**src/design/ccp_pkg.sv**
```systemverilog
// package: constants and types for the timer and input capture core
package ccp_pkg;
  localparam int CTR_W = 16;

  // register offsets
  localparam logic [3:0] OFS_CONTROL_ONE_LOW  = 4'h0;
  localparam logic [3:0] OFS_CONTROL_ONE_HIGH = 4'h1;
  localparam logic [3:0] OFS_STATUS_LOW       = 4'h2;
  localparam logic [3:0] OFS_LOW_COUNTER      = 4'h3;
  localparam logic [3:0] OFS_HIGH_COUNTER     = 4'h4;
  localparam logic [3:0] OFS_LOW_PERIOD       = 4'h5;
  localparam logic [3:0] OFS_HIGH_PERIOD      = 4'h6;
  localparam logic [3:0] OFS_CAPTURE_LOW      = 4'h7;
  localparam logic [3:0] OFS_CAPTURE_HIGH     = 4'h8;
  localparam logic [3:0] OFS_INT_STATUS       = 4'h9;
  localparam logic [3:0] OFS_INT_ENABLE       = 4'hA;
  localparam logic [3:0] OFS_INT_CLEAR        = 4'hB;

  // field positions
  localparam int CON1L_OPSEL_LSB    = 0;
  localparam int CON1L_CAPSEL_BIT   = 4;
  localparam int CON1L_WIDE_BIT     = 5;
  localparam int CON1L_CLKSEL_LSB   = 8;
  localparam int CON1L_ON_BIT       = 15;
  localparam int CON1H_SRC_LSB      = 0;
  localparam int CON1H_TRIGGER_ENABLE_BIT   = 7;
  localparam int STATL_TRIGGER_CLEAR_BIT    = 5;
  localparam int STATL_TRIG_BIT     = 7;
  localparam int STATL_FIFO_NE_BIT  = 0;
  localparam int STATL_FIFO_OVF_BIT = 1;

  // reset values
  localparam logic [15:0] CON1L_RESET  = 16'h0000;
  localparam logic [15:0] CON1H_RESET  = 16'h0000;
  localparam logic [15:0] PERIOD_RESET = 16'hFFFF;

  // FIFO depth, reserved source code, clock select and prescale counts
  localparam int          FIFO_DEPTH     = 4;
  localparam logic [4:0]  SRC_FORBIDDEN  = 5'h1F;
  localparam logic [2:0]  CLKSEL_SYSCLK  = 3'h0;
  localparam logic [3:0]  PRESCALE_4     = 4'h3;
  localparam logic [3:0]  PRESCALE_16    = 4'hF;

  typedef enum logic [3:0] {
    OP_EDGE     = 4'h0,
    OP_RISE     = 4'h1,
    OP_FALL     = 4'h2,
    OP_BOTH     = 4'h3,
    OP_RISE4    = 4'h4,
    OP_RISE16   = 4'h5
  } op_sel_t;

  // interrupt bit layout
  typedef struct packed {
    logic capture;
    logic high_period;
    logic low_period;
  } irq_bits_t;

  typedef struct packed {
    logic [3:0]  addr;
    logic [15:0] wdata;
    logic        wr;
    logic        rd;
  } reg_req_t;
endpackage

```
**src/design/capture_edge.sv**
```systemverilog
// capture event generator: synchroniser, edge detect, prescaler
`timescale 1ns/1ps
`default_nettype none
module capture_edge (
  input  wire logic             sys_clk_in,
  input  wire logic             rst_in,
  input  wire logic             pin_in,
  input  wire logic             enable_in,
  input  wire logic [3:0]       mode_in,
  output logic                  event_out
);
  import ccp_pkg::*;

  logic       meta_q;
  logic       sync_q;
  logic       prev_q;
  logic [3:0] pre_q;
  logic       rise;
  logic       fall;

  always_ff @(posedge sys_clk_in or posedge rst_in) begin
    if (rst_in) begin
      meta_q <= 1'b0;
      sync_q <= 1'b0;
      prev_q <= 1'b0;
    end else begin
      meta_q <= pin_in;
      sync_q <= meta_q;
      prev_q <= sync_q;
    end
  end

  assign rise = sync_q & ~prev_q;
  assign fall = ~sync_q & prev_q;

  // prescaler only counts rising edges; cleared while idle so count restarts
  always_ff @(posedge sys_clk_in or posedge rst_in) begin
    if (rst_in) begin
      pre_q <= 4'h0;
    end else if (!enable_in) begin
      pre_q <= 4'h0;
    end else if (rise) begin
      pre_q <= pre_q + 4'h1;
    end
  end

  always_comb begin
    event_out = 1'b0;
    if (enable_in) begin
      unique case (mode_in)
        OP_EDGE:   event_out = rise | fall;
        OP_RISE:   event_out = rise;
        OP_FALL:   event_out = fall;
        OP_BOTH:   event_out = rise | fall;
        OP_RISE4:  event_out = rise && (pre_q[1:0] == PRESCALE_4[1:0]);
        OP_RISE16: event_out = rise && (pre_q == PRESCALE_16);
        default:   event_out = 1'b0;
      endcase
    end
  end
endmodule
`default_nettype wire

```
**src/design/ccp_timer.sv**
```systemverilog
// timer and input capture core with register port and interrupt
//
// The address map and the plain strobed port were decided locally.
`timescale 1ns/1ps
`default_nettype none
module ccp_timer #(
  parameter int DEPTH = ccp_pkg::FIFO_DEPTH
) (
  input  wire logic             sys_clk_in,
  input  wire logic             rst_in,
  input  wire ccp_pkg::reg_req_t req_in,
  output logic [15:0]           rdata_out,
  input  wire logic [31:0]      sync_sources_in,
  input  wire logic             capture_pin_in,
  output logic                  sync_out,
  output logic                  compare_event_out,
  output logic                  irq_out
);
  import ccp_pkg::*;

  // pointer wrap bit trick only works for power-of-two depths
  if (DEPTH < 2 || (DEPTH & (DEPTH - 1)) != 0) begin : g_depth_check
    $error("DEPTH must be a power of two, at least 2");
  end

  localparam int PW = $clog2(DEPTH);

  logic [15:0] con1l_q;
  logic [15:0] con1h_q;
  logic [15:0] low_counter_q;
  logic [15:0] high_counter_q;
  logic [15:0] low_period_q;
  logic [15:0] high_period_q;
  logic        triggered_status_q;
  logic [31:0] cap_timer_q;
  logic [31:0] cap_view_q;
  logic [31:0] fifo_q [DEPTH];
  logic [PW:0] wp_q;
  logic [PW:0] rp_q;
  logic        ovf_q;
  logic [31:0] cap_head_q;
  irq_bits_t   int_status_q;
  irq_bits_t   int_enable_q;
  logic [15:0] rdata_q;
  logic        src_meta_q;
  logic        src_sync_q;
  logic        src_prev_q;

  logic        wide;
  logic        capture_mode;
  logic        timer_mode;
  logic        trigger_en;
  logic        src_pulse;
  logic        low_match;
  logic        high_match;
  logic        wide_match;
  logic        low_event;
  logic        high_event;
  logic        held;
  logic        clear_trig;
  logic        cap_event;
  logic        fifo_full;
  logic        fifo_empty;
  logic        pop;
  logic        wr;
  logic        rd;
  logic [4:0]  src_sel;
  irq_bits_t   ev;
  irq_bits_t   clr;

  assign wr           = req_in.wr;
  assign rd           = req_in.rd;
  assign wide         = con1l_q[CON1L_WIDE_BIT];
  assign capture_mode = con1l_q[CON1L_ON_BIT] & con1l_q[CON1L_CAPSEL_BIT];
  assign timer_mode   = con1l_q[CON1L_ON_BIT] & ~con1l_q[CON1L_CAPSEL_BIT]
                        & (con1l_q[CON1L_OPSEL_LSB +: 4] == 4'h0);
  assign trigger_en   = con1h_q[CON1H_TRIGGER_ENABLE_BIT];
  assign src_sel      = con1h_q[CON1H_SRC_LSB +: 5];

  // sources may come from other blocks or pins; synchronise before use
  always_ff @(posedge sys_clk_in or posedge rst_in) begin
    if (rst_in) begin
      src_meta_q <= 1'b0;
      src_sync_q <= 1'b0;
      src_prev_q <= 1'b0;
    end else begin
      src_meta_q <= sync_sources_in[src_sel];
      src_sync_q <= src_meta_q;
      src_prev_q <= src_sync_q;
    end
  end

  // code 11111 is left to software to avoid in sync mode; treated as no source
  assign src_pulse = src_sync_q & ~src_prev_q & (src_sel != SRC_FORBIDDEN);

  assign clear_trig = wr && (req_in.addr == OFS_STATUS_LOW) && req_in.wdata[STATL_TRIGGER_CLEAR_BIT];
  // trigger hold only meaningful on system clock base
  assign held = trigger_en && !triggered_status_q
                && (con1l_q[CON1L_CLKSEL_LSB +: 3] == CLKSEL_SYSCLK);

  assign low_match  = low_counter_q == low_period_q;
  assign high_match = high_counter_q == high_period_q;
  assign wide_match = low_match && high_match;
  assign low_event  = timer_mode && !held && (wide ? wide_match : low_match);
  assign high_event = timer_mode && !wide && high_match;

  always_ff @(posedge sys_clk_in or posedge rst_in) begin
    if (rst_in) begin
      triggered_status_q <= 1'b0;
    end else if (timer_mode && trigger_en && src_pulse) begin
      triggered_status_q <= 1'b1;
    end else if (clear_trig) begin
      triggered_status_q <= 1'b0;
    end
  end

  // primary timer (low half); sync pulses also clear the high counter in wide mode
  always_ff @(posedge sys_clk_in or posedge rst_in) begin
    if (rst_in) begin
      low_counter_q <= 16'h0000;
    end else if (wr && req_in.addr == OFS_LOW_COUNTER) begin
      low_counter_q <= req_in.wdata;
    end else if (timer_mode) begin
      if (held || (trigger_en && clear_trig)) begin
        low_counter_q <= 16'h0000;
      end else if (!trigger_en && src_pulse) begin
        low_counter_q <= 16'h0000;
      end else if (wide ? wide_match : low_match) begin
        low_counter_q <= 16'h0000;
      end else begin
        low_counter_q <= low_counter_q + 16'h0001;
      end
    end
  end

  // secondary timer, or upper half in wide mode
  always_ff @(posedge sys_clk_in or posedge rst_in) begin
    if (rst_in) begin
      high_counter_q <= 16'h0000;
    end else if (wr && req_in.addr == OFS_HIGH_COUNTER) begin
      high_counter_q <= req_in.wdata;
    end else if (timer_mode) begin
      if (wide) begin
        if (held || (trigger_en && clear_trig) || (!trigger_en && src_pulse) || wide_match) begin
          high_counter_q <= 16'h0000;
        end else if (low_counter_q == 16'hFFFF) begin
          high_counter_q <= high_counter_q + 16'h0001;
        end
      end else if (high_match) begin
        high_counter_q <= 16'h0000;
      end else begin
        high_counter_q <= high_counter_q + 16'h0001;
      end
    end
  end

  // control low: counters written before wide select would keep dual-mode meaning
  always_ff @(posedge sys_clk_in or posedge rst_in) begin
    if (rst_in) begin
      con1l_q <= CON1L_RESET;
    end else if (wr && req_in.addr == OFS_CONTROL_ONE_LOW) begin
      con1l_q <= req_in.wdata;
    end
  end

  always_ff @(posedge sys_clk_in or posedge rst_in) begin
    if (rst_in) begin
      con1h_q <= CON1H_RESET;
    end else if (wr && req_in.addr == OFS_CONTROL_ONE_HIGH) begin
      con1h_q <= req_in.wdata;
    end
  end

  always_ff @(posedge sys_clk_in or posedge rst_in) begin
    if (rst_in) begin
      low_period_q <= PERIOD_RESET;
    end else if (wr && req_in.addr == OFS_LOW_PERIOD) begin
      low_period_q <= req_in.wdata;
    end
  end

  always_ff @(posedge sys_clk_in or posedge rst_in) begin
    if (rst_in) begin
      high_period_q <= PERIOD_RESET;
    end else if (wr && req_in.addr == OFS_HIGH_PERIOD) begin
      high_period_q <= req_in.wdata;
    end
  end

  // enables only gate the output, status keeps collecting
  always_ff @(posedge sys_clk_in or posedge rst_in) begin
    if (rst_in) begin
      int_enable_q <= '0;
    end else if (wr && req_in.addr == OFS_INT_ENABLE) begin
      int_enable_q <= irq_bits_t'(req_in.wdata[2:0]);
    end
  end

  capture_edge u_edge (
    .sys_clk_in (sys_clk_in),
    .rst_in     (rst_in),
    .pin_in     (capture_pin_in),
    .enable_in  (capture_mode),
    .mode_in    (con1l_q[CON1L_OPSEL_LSB +: 4]),
    .event_out  (cap_event)
  );

  // dedicated capture time base, free running while capture is active
  always_ff @(posedge sys_clk_in or posedge rst_in) begin
    if (rst_in) begin
      cap_timer_q <= 32'h0000_0000;
    end else if (!capture_mode) begin
      cap_timer_q <= 32'h0000_0000;
    end else begin
      cap_timer_q[15:0] <= cap_timer_q[15:0] + 16'h0001;
      if (wide && cap_timer_q[15:0] == 16'hFFFF) begin
        cap_timer_q[31:16] <= cap_timer_q[31:16] + 16'h0001;
      end else if (!wide) begin
        cap_timer_q[31:16] <= 16'h0000;
      end
    end
  end

  // one extra stage of delay for the software view
  always_ff @(posedge sys_clk_in or posedge rst_in) begin
    if (rst_in) begin
      cap_view_q <= 32'h0000_0000;
    end else begin
      cap_view_q <= cap_timer_q;
    end
  end

  assign fifo_full  = (wp_q[PW] != rp_q[PW]) && (wp_q[PW-1:0] == rp_q[PW-1:0]);
  assign fifo_empty = wp_q == rp_q;
  // high word read pops, so read low word first
  assign pop = rd && (req_in.addr == OFS_CAPTURE_HIGH) && !fifo_empty;

  always_ff @(posedge sys_clk_in) begin
    if (cap_event && !fifo_full) begin
      fifo_q[wp_q[PW-1:0]] <= cap_timer_q;
    end
  end

  always_ff @(posedge sys_clk_in or posedge rst_in) begin
    if (rst_in) begin
      wp_q  <= '0;
      rp_q  <= '0;
      ovf_q <= 1'b0;
    end else begin
      if (cap_event && !fifo_full) begin
        wp_q <= wp_q + 1'b1;
      end
      if (pop) begin
        rp_q <= rp_q + 1'b1;
      end
      // overflow drops the new capture, keeps older ones
      if (cap_event && fifo_full) begin
        ovf_q <= 1'b1;
      end else if (clear_trig && req_in.wdata[STATL_FIFO_OVF_BIT]) begin
        ovf_q <= 1'b0;
      end
    end
  end

  always_comb begin
    cap_head_q = fifo_q[rp_q[PW-1:0]];
  end

  assign ev  = '{capture: cap_event, high_period: high_event, low_period: low_event};
  assign clr = (wr && req_in.addr == OFS_INT_CLEAR) ? irq_bits_t'(req_in.wdata[2:0]) : '0;

  always_ff @(posedge sys_clk_in or posedge rst_in) begin
    if (rst_in) begin
      int_status_q <= '0;
    end else begin
      int_status_q <= (int_status_q & ~clr) | ev; // set wins over clear
    end
  end

  // secondary match never reaches sync out
  always_ff @(posedge sys_clk_in or posedge rst_in) begin
    if (rst_in) begin
      sync_out <= 1'b0;
    end else begin
      sync_out <= low_event;
    end
  end

  always_ff @(posedge sys_clk_in or posedge rst_in) begin
    if (rst_in) begin
      compare_event_out <= 1'b0;
    end else begin
      compare_event_out <= wide ? low_event : high_event;
    end
  end

  // built from next status so the level tracks the sticky bits without lag
  always_ff @(posedge sys_clk_in or posedge rst_in) begin
    if (rst_in) begin
      irq_out <= 1'b0;
    end else begin
      irq_out <= |((int_status_q & ~clr | ev) & int_enable_q);
    end
  end

  always_ff @(posedge sys_clk_in or posedge rst_in) begin
    if (rst_in) begin
      rdata_q <= 16'h0000;
    end else if (rd) begin
      unique case (req_in.addr)
        OFS_CONTROL_ONE_LOW:  rdata_q <= con1l_q;
        OFS_CONTROL_ONE_HIGH: rdata_q <= con1h_q;
        OFS_STATUS_LOW:       rdata_q <= {8'h00, triggered_status_q, 5'h00, ovf_q, ~fifo_empty};
        OFS_LOW_COUNTER:      rdata_q <= capture_mode ? cap_view_q[15:0] : low_counter_q;
        OFS_HIGH_COUNTER:     rdata_q <= capture_mode ? cap_view_q[31:16] : high_counter_q;
        OFS_LOW_PERIOD:       rdata_q <= low_period_q;
        OFS_HIGH_PERIOD:      rdata_q <= high_period_q;
        OFS_CAPTURE_LOW:      rdata_q <= cap_head_q[15:0];
        OFS_CAPTURE_HIGH:     rdata_q <= cap_head_q[31:16];
        OFS_INT_STATUS:       rdata_q <= {13'h0000, int_status_q};
        OFS_INT_ENABLE:       rdata_q <= {13'h0000, int_enable_q};
        default:              rdata_q <= 16'h0000;
      endcase
    end else begin
      rdata_q <= 16'h0000;
    end
  end

  assign rdata_out = rdata_q;
endmodule
`default_nettype wire

```
**config.mk**
```make
export PLATFORM = sky130hd
export DESIGN_NAME = ccp_timer
export DESIGN_NICKNAME = d
export VERILOG_FILES = /design/src/design/ccp_pkg.sv /design/src/design/capture_edge.sv /design/src/design/ccp_timer.sv
export SDC_FILE = /design/constraint.sdc
export NUM_CORES = 1
export LEC_CHECK = 0
export ABC_AREA = 1
export BUFFER_PORTS_ARGS = -buffer_cell sky130_fd_sc_hd__buf_2
export CORE_UTILIZATION = 45
export DETAILED_ROUTE_END_ITERATION = 16
export HOLD_SLACK_MARGIN = 0.03
export SYNTH_ARGS = -nofsm -noshare
export SYNTH_HDL_FRONTEND = slang
export SYNTH_SLANG_ARGS = --single-unit
```
**constraint.sdc**
```tcl
create_clock -name sys_clk_in -period 7.2 [get_ports sys_clk_in]
set_clock_uncertainty 0.15 [all_clocks]
set_input_delay 0.36 -clock sys_clk_in [delete_from_list [all_inputs] [get_ports sys_clk_in]]
set_output_delay 0.36 -clock sys_clk_in [all_outputs]
set_load 0.02 [all_outputs]
```
==> run metrics, run 1 <==
max incr delay on CP a little over 0.8 ns; Worst EP arrival around 3.7 ns; YS warnings 0; cell count after placement roughly 2.2k; Netlist Area Pre-Place between 15000 and 20000 sq um; gr busiest metal met2; final setup margin 3.54 ns; initial core utilization 0.462; clk slew on worst S/H paths 0.06 ns; ANT nets after route 0; GRT Total Usage 0.252; Post-Place Worst Slack 3.49 ns; Leakage between 0.007 and 0.008 uW; drt wl/cell between 15 and 20 um; Crit Path Class reg2reg; final core utilization 0.528; count of nets after finishing ~1.9k; Final Max Tran Viols 0; Crit Path Max Fanout 35; Synth area leader dfrtp_1; DP HPWL just over 30000 um; non-filler cells, final approximately 2.3k; largest net degree at the start of global routing between 70 and 80; GR Util met1 0.345; RSZ-0062 raised after global routing no; Worst path slowest cell inv_1; clk sinks ~330; row count 67; Mapped Nets 1795; Data required, critical path 7.21 ns; commonest non-fill, non-tap cell in the layout nand2_1; maximum root-to-sink buffer count 3; routing usage on met3 0.0333; first-pass GRT wire length ~70000 um; drc violations 0; Max Cap Viol 0; RePlAce Congestion ~0.92; routing usage on met2 0.413; I/O pin cnt 76; # diodes 0; setup TNS 0 ns; Post-CTS Setup Bufs 0; Syn Inst Count about 1.7k; worst-margin pin slew around 1.1 ns; Hold WS 0.0306 ns; top cell type's share of synthesized area 0.273; Synth cell types 56; Worst Hold Class in2reg; crit end category flip-flop; initial antenna violation count 1; Synth Register Bits around 330; proportion of synthesized chip area in sequential cells 0.573; CTS Buf Count 38; Port Buf Inserts 75; Worst setup SP type flip-flop; first drt pass iteration count 5; CP Buf/Inv Count 3; CP Cell Sequence buf_4 > inv_1 > nand2_1 > nand4_1 > nor2_1 > nor2_1 > inv_1 > nor2_4; maximum VDD drop 168 uV; CTS tree built; vias in the first global route approximately 12k; Synth Area per Inst roughly 9.1 sq um; post-cts gate resize count 0; # H-tree levels 2; status finished clean; vias between 10k and 15k; root buffer cell clkbuf_16; Max Fclk around 270 MHz; endpoints failing setup 0; clk_lat worst skew between 0.5 and 0.6 ns; fin crit share 0.508; Syn-to-layout area delta 14.2%; Core Region 33900 sq um; Die Y roughly 190 um; share of cells above drive strength 1 0.121; die width between 150 and 200 um; die area approximately 36000 sq um; Hold Fails Final Rpt 0; cts-stage hold buffer count 16; Final min period roughly 3.7 ns; grt ovf 0; Rel. slew slack 0.280; CP top delay family simple AND/OR/NAND/NOR gates; DR iter-0 viols 1080; drt total wl approximately 44000 um; dominant cells by area after synthesis dfrtp_1 27%, edfxtp_1 25%, nand2_1 10%; most frequent cells in the layout 417 x nand2_1, 205 x o21ai_0, 195 x nor2_1; Power Density around 330 nW/um^2; vias per cell 5.48
==> sequential cells by signal, indices dropped and copies added, names as in the netlist, 4 cells and up <==
signal	cells
cap_timer_q	32
cap_view_q	32
con1h_q	16
con1l_q	16
fifo_q	128
high_counter_q	16
high_period_q	16
low_counter_q	16
low_period_q	16
rdata_out	16
u_edge.pre_q	4
==> through the flow <==
step / cell area, sq um / power [uW]
floorplan: 15700 / 3430
global placement: 16400 / 3860
detailed placement: 16400 / 3890
CTS: 17900 / 5910
global route: 17900 / 6210
finish: 17900 / 5890
==> routing by layer <==
| metal | vias to the layer above | share of wire | wire length [um] |
|---|---|---|---|
| met5 | - | 0 | 0 |
| met4 | 0 | 0.032 | 1420 |
| met3 | 90 | 0.058 | 2580 |
| met2 | 430 | 0.47 | 20900 |
| met1 | 6030 | 0.44 | 19400 |
| li1 | 5929 | - | - |
==> worst paths after layout <==
check | from | cells after the start | slack (ns) | to
min in group asynchronous | rst_in | 3 | 0.26 | rp_q[1]$_DFFE_PP0P_
min | req_in[13] | 5 | 0.03 | high_counter_q[11]$_DFFE_PP0P_
max reg2reg | rp_q[1]$_DFFE_PP0P_ | 8 | 3.54 | fifo_q[0][10]$_DFFE_PP_
min reg2reg | src_meta_q$_DFF_PP0_ | 0 | 0.21 | src_sync_q$_DFF_PP0_
max | rp_q[1]$_DFFE_PP0P_ | 8 | 3.54 | fifo_q[0][10]$_DFFE_PP_
max in group asynchronous | rst_in | 4 | 5.28 | con1l_q[11]$_DFFE_PP0P_
==> power by group <==
group          switching (uW)  internal, uW
registers                 291          2190
logic                     908           483
clock network             789          1230
total                    1990          3900
==> cells by family (layout without fill, tap and decap cells) <==
logic type,Yosys count,after routing,synth area share
AO/OA/AOI/OAI,362,362,0.132
XOR/XNOR,55,55,0.0308
adder cells (fa/ha/maj),12,12,0.00959
buffers and inverters,216,318,0.0552
flip-flops,331,331,0.573
AND/OR/NAND/NOR,750,750,0.200
==> cells in the mapped netlist, drive strengths merged <==
library cell and n:
a211oi 2, a21boi 1, a21o 1, a21oi 31
a22o 13, a22oi 3, a31o 1, a31oi 15
a32oi 2, buf 20, clkbuf 47, clkinv 3
dfrtp 171, dfstp 32, dlygate4sd1 1, edfxtp 128
ha 12, inv 145, nand2 430, nand3 64
nand3b 1, nand4 14, nor2 206, nor3 28
nor3b 3, nor4 2, o2111a 1, o2111ai 1
o211ai 11, o21a 2, o21ai 214, o221a 1
o221ai 9, o22ai 53, o31ai 1, or2 2
xnor2 25, xor2 30
==> worst min-delay path: cells and delay by family <==
kind,cells,cell delay (ns)
buffers and inverters,1,0.11
and+or+nand+nor,4,0.21
==> final cells by class <==
| class | count | area [sq um] |
|---|---|---|
| Multi-Input combinational cell | 1179 | 5850 |
| Sequential cell | 331 | 8960 |
| Clock inverter | 12 | 178 |
| Inverter | 148 | 563 |
| Clock buffer | 58 | 1160 |
| Fill cell | 3084 | 16000 |
| Tap cell | 448 | 561 |
| Timing Repair Buffer | 100 | 603 |
Power figures use the tool's default switching activity.
==> inputs of run 2 (changes only) <==
- clock period: 7.2 -> 3.14 ns (I/O delays scaled with it)
==> run 2 against run 1 <==
Against the previous run:
- non-clock buffer count up 21
- clock power up 120%
- final area up 0.77%
- power up 130%
==> run metrics, run 2 (synthesis gave the netlist of run 1 again) <==
final setup margin 0.413 ns (-3.13 ns); die area 35500 sq um (unchanged); Worst EP arrival 2.79 ns (-0.88 ns); ANT nets after route 0 (unchanged); die width 188 um (unchanged); Hold Fails Final Rpt 0 (unchanged); fin crit share 0.868 (+0.360); maximum root-to-sink buffer count 3 (unchanged); endpoints failing setup 0 (unchanged); Sw Share 0.336 (-0.00187); area of the multi-input gates 5850 sq um (unchanged); most frequent cells in the layout 417 x nand2_1, 205 x o21ai_0, 195 x nor2_1; Crit Path Max Fanout 27 (-23%); Leakage 0.00781 uW (+0.74%); I/O pin cnt 76 (unchanged); Worst Hold Class in2reg; Post-Place Worst Slack 0.418 ns (-3.07 ns); Flop pwr share 0.427 (+0.006); worst-margin pin slew 0.719 ns (-0.360 ns); # H-tree levels 2 (unchanged); Final min period 2.73 ns (-0.933 ns); DP HPWL 30900 um (+0.23%); share of cells above drive strength 1 0.125 (+0.00363); design area 18000 sq um (+0.77%); fill count 3112 (+0.91%); crit end category flip-flop; grt ovf 0 (unchanged); commonest non-fill, non-tap cell in the layout nand2_1; cts-stage hold buffer count 22 (+6); Syn-to-layout area delta 15.1%; vias in the first global route 12.0k (+0.72%); Post-DP Area 16500 sq um (+0.97%); root buffer cell clkbuf_16; RSZ-0062 raised after global routing no; status finished clean; CP Cell Sequence inv_1 > ha_1 > nand2_1 > nor3b_1 > o21ai_0 > nand2_1 > nand2_1 > nor2_1 > inv_1 > nor2_4 > buf_12; initial core utilization 0.462 (unchanged); max reg flops 128 (unchanged); largest net degree at the start of global routing 79 (+11%); drt wl/cell 19.2 um (-1.1%); RePlAce Congestion 0.899 (-2.0%); first-pass GRT wire length 69100 um (+0.71%); Port Buf Inserts 75 (unchanged); Power Density 739 nW/um^2 (+120%); final core utilization 0.532 (+0.00406); Rel. slew slack 0.520 (+0.240); clk slew on worst S/H paths 0.06 ns (about the same); Max Fclk 367 MHz (+34%); vias 12.4k (-0.51%); Comb power frac 0.239 (+0.003); internal power 8840 uW (+130%); Worst setup SP type flip-flop; DR iter-0 viols 1014 (-6.1%); maximum VDD drop 405 uV (+140%); Post-CTS Setup Bufs 0 (unchanged); Max Cap Viol 0 (unchanged); Data required, critical path 3.20 ns (-4.01 ns); Worst path slowest cell dfrtp_1; vias per cell 5.41 (-1.4%); CTS tree built; count of nets after finishing 1887 (+1.1%); clk_lat worst skew 0.53 ns (about the same); CTS Buf Count 37 (-2.6%); drc violations 0 (unchanged); GRT Total Usage 0.253 (+0.00104); row count 67 (unchanged); clock network fraction of design power 0.334 (-0.009); drt total wl 44100 um (-0.27%); Core Region 33900 sq um (unchanged); net switching power 4470 uW (+120%); Final Max Tran Viols 0 (unchanged); Reg area 8960 sq um (unchanged); most used cell, CP nand2_1; initial antenna violation count 2 (+1); Die Y 188 um (unchanged); post-cts gate resize count 0 (unchanged); clk sinks 331 (unchanged); Crit Path Class reg2reg; max incr delay on CP 0.38 ns (-0.45 ns); Hold WS 0.0309 ns (+0.000331 ns); first drt pass iteration count 5 (unchanged)
run 2: cell types whose count changed in the layout (fill, tap and decap cells not counted), sizes merged, moves of 4 or more:
cell and change:
clkinv +4, dlygate4sd3 +6, clkbuf -8, buf +15
run 2: power groups by stage:
stage          Sequential [uW]  Clock, uW  Combinational [uW]
2_1_floorplan             5480          0                2390
3_3_place_gp              5740          0                3100
3_5_place_dp              5750          0                3140
4_1_cts                   5680       4510                3180
5_1_grt                   5740       4680                3610
6_report                  5690       4440                3180
run 2: layout make-up:
class	count	share of cell area
Sequential cell	331	0.498
Multi-Input combinational cell	1179	0.325
Clock buffer	50	0.0563
Timing Repair Buffer	121	0.0458
Tap cell	448	0.0311
Inverter	148	0.0310
Clock inverter	18	0.0132
Antenna cell	1	0.000139
run 2: metal layers:
metal,vias up,track usage,wire length (um)
li1,5973,-,-
met1,5966,0.357,19600
met4,0,0.0865,1350
met2,389,0.405,20700
met5,-,0,0
met3,87,0.0283,2440
run 2: worst max-delay path, delay by kind of cell (launching register included):
kind,cells,cell delay (ns)
AO/OA/AOI/OAI,1,0.09
buffers and inverters,3,0.52
adder cells (fa/ha/maj),1,0.23
AND/OR/NAND/NOR,6,1.02
flip-flops,1,0.38
run 2: final timing paths:
path,slack [ns],to,cells past startpoint,start
max in group asynchronous,1.87,low_period_q[3]$_DFFE_PP1P_,4,rst_in
min in group asynchronous,0.10,wp_q[1]$_DFFE_PP0N_,3,rst_in
setup / recovery,0.41,fifo_q[0][26]$_DFFE_PP_,11,u_edge.prev_q$_DFF_PP0_
hold / removal,0.03,src_meta_q$_DFF_PP0_,5,sync_sources_in[12]
hold reg to reg,0.21,src_sync_q$_DFF_PP0_,0,src_meta_q$_DFF_PP0_
setup reg to reg,0.41,fifo_q[0][26]$_DFFE_PP_,11,u_edge.prev_q$_DFF_PP0_
run 2: per-stage QoR:
stage	TNS, ns	total power, uW	instances
3_3_place_gp	0	8840	2205
6_report	0	13300	2296
4_1_cts	0	13400	2295
2_1_floorplan	-22.19	7870	1726
5_1_grt	0	14000	2295
3_5_place_dp	0	8890	2205
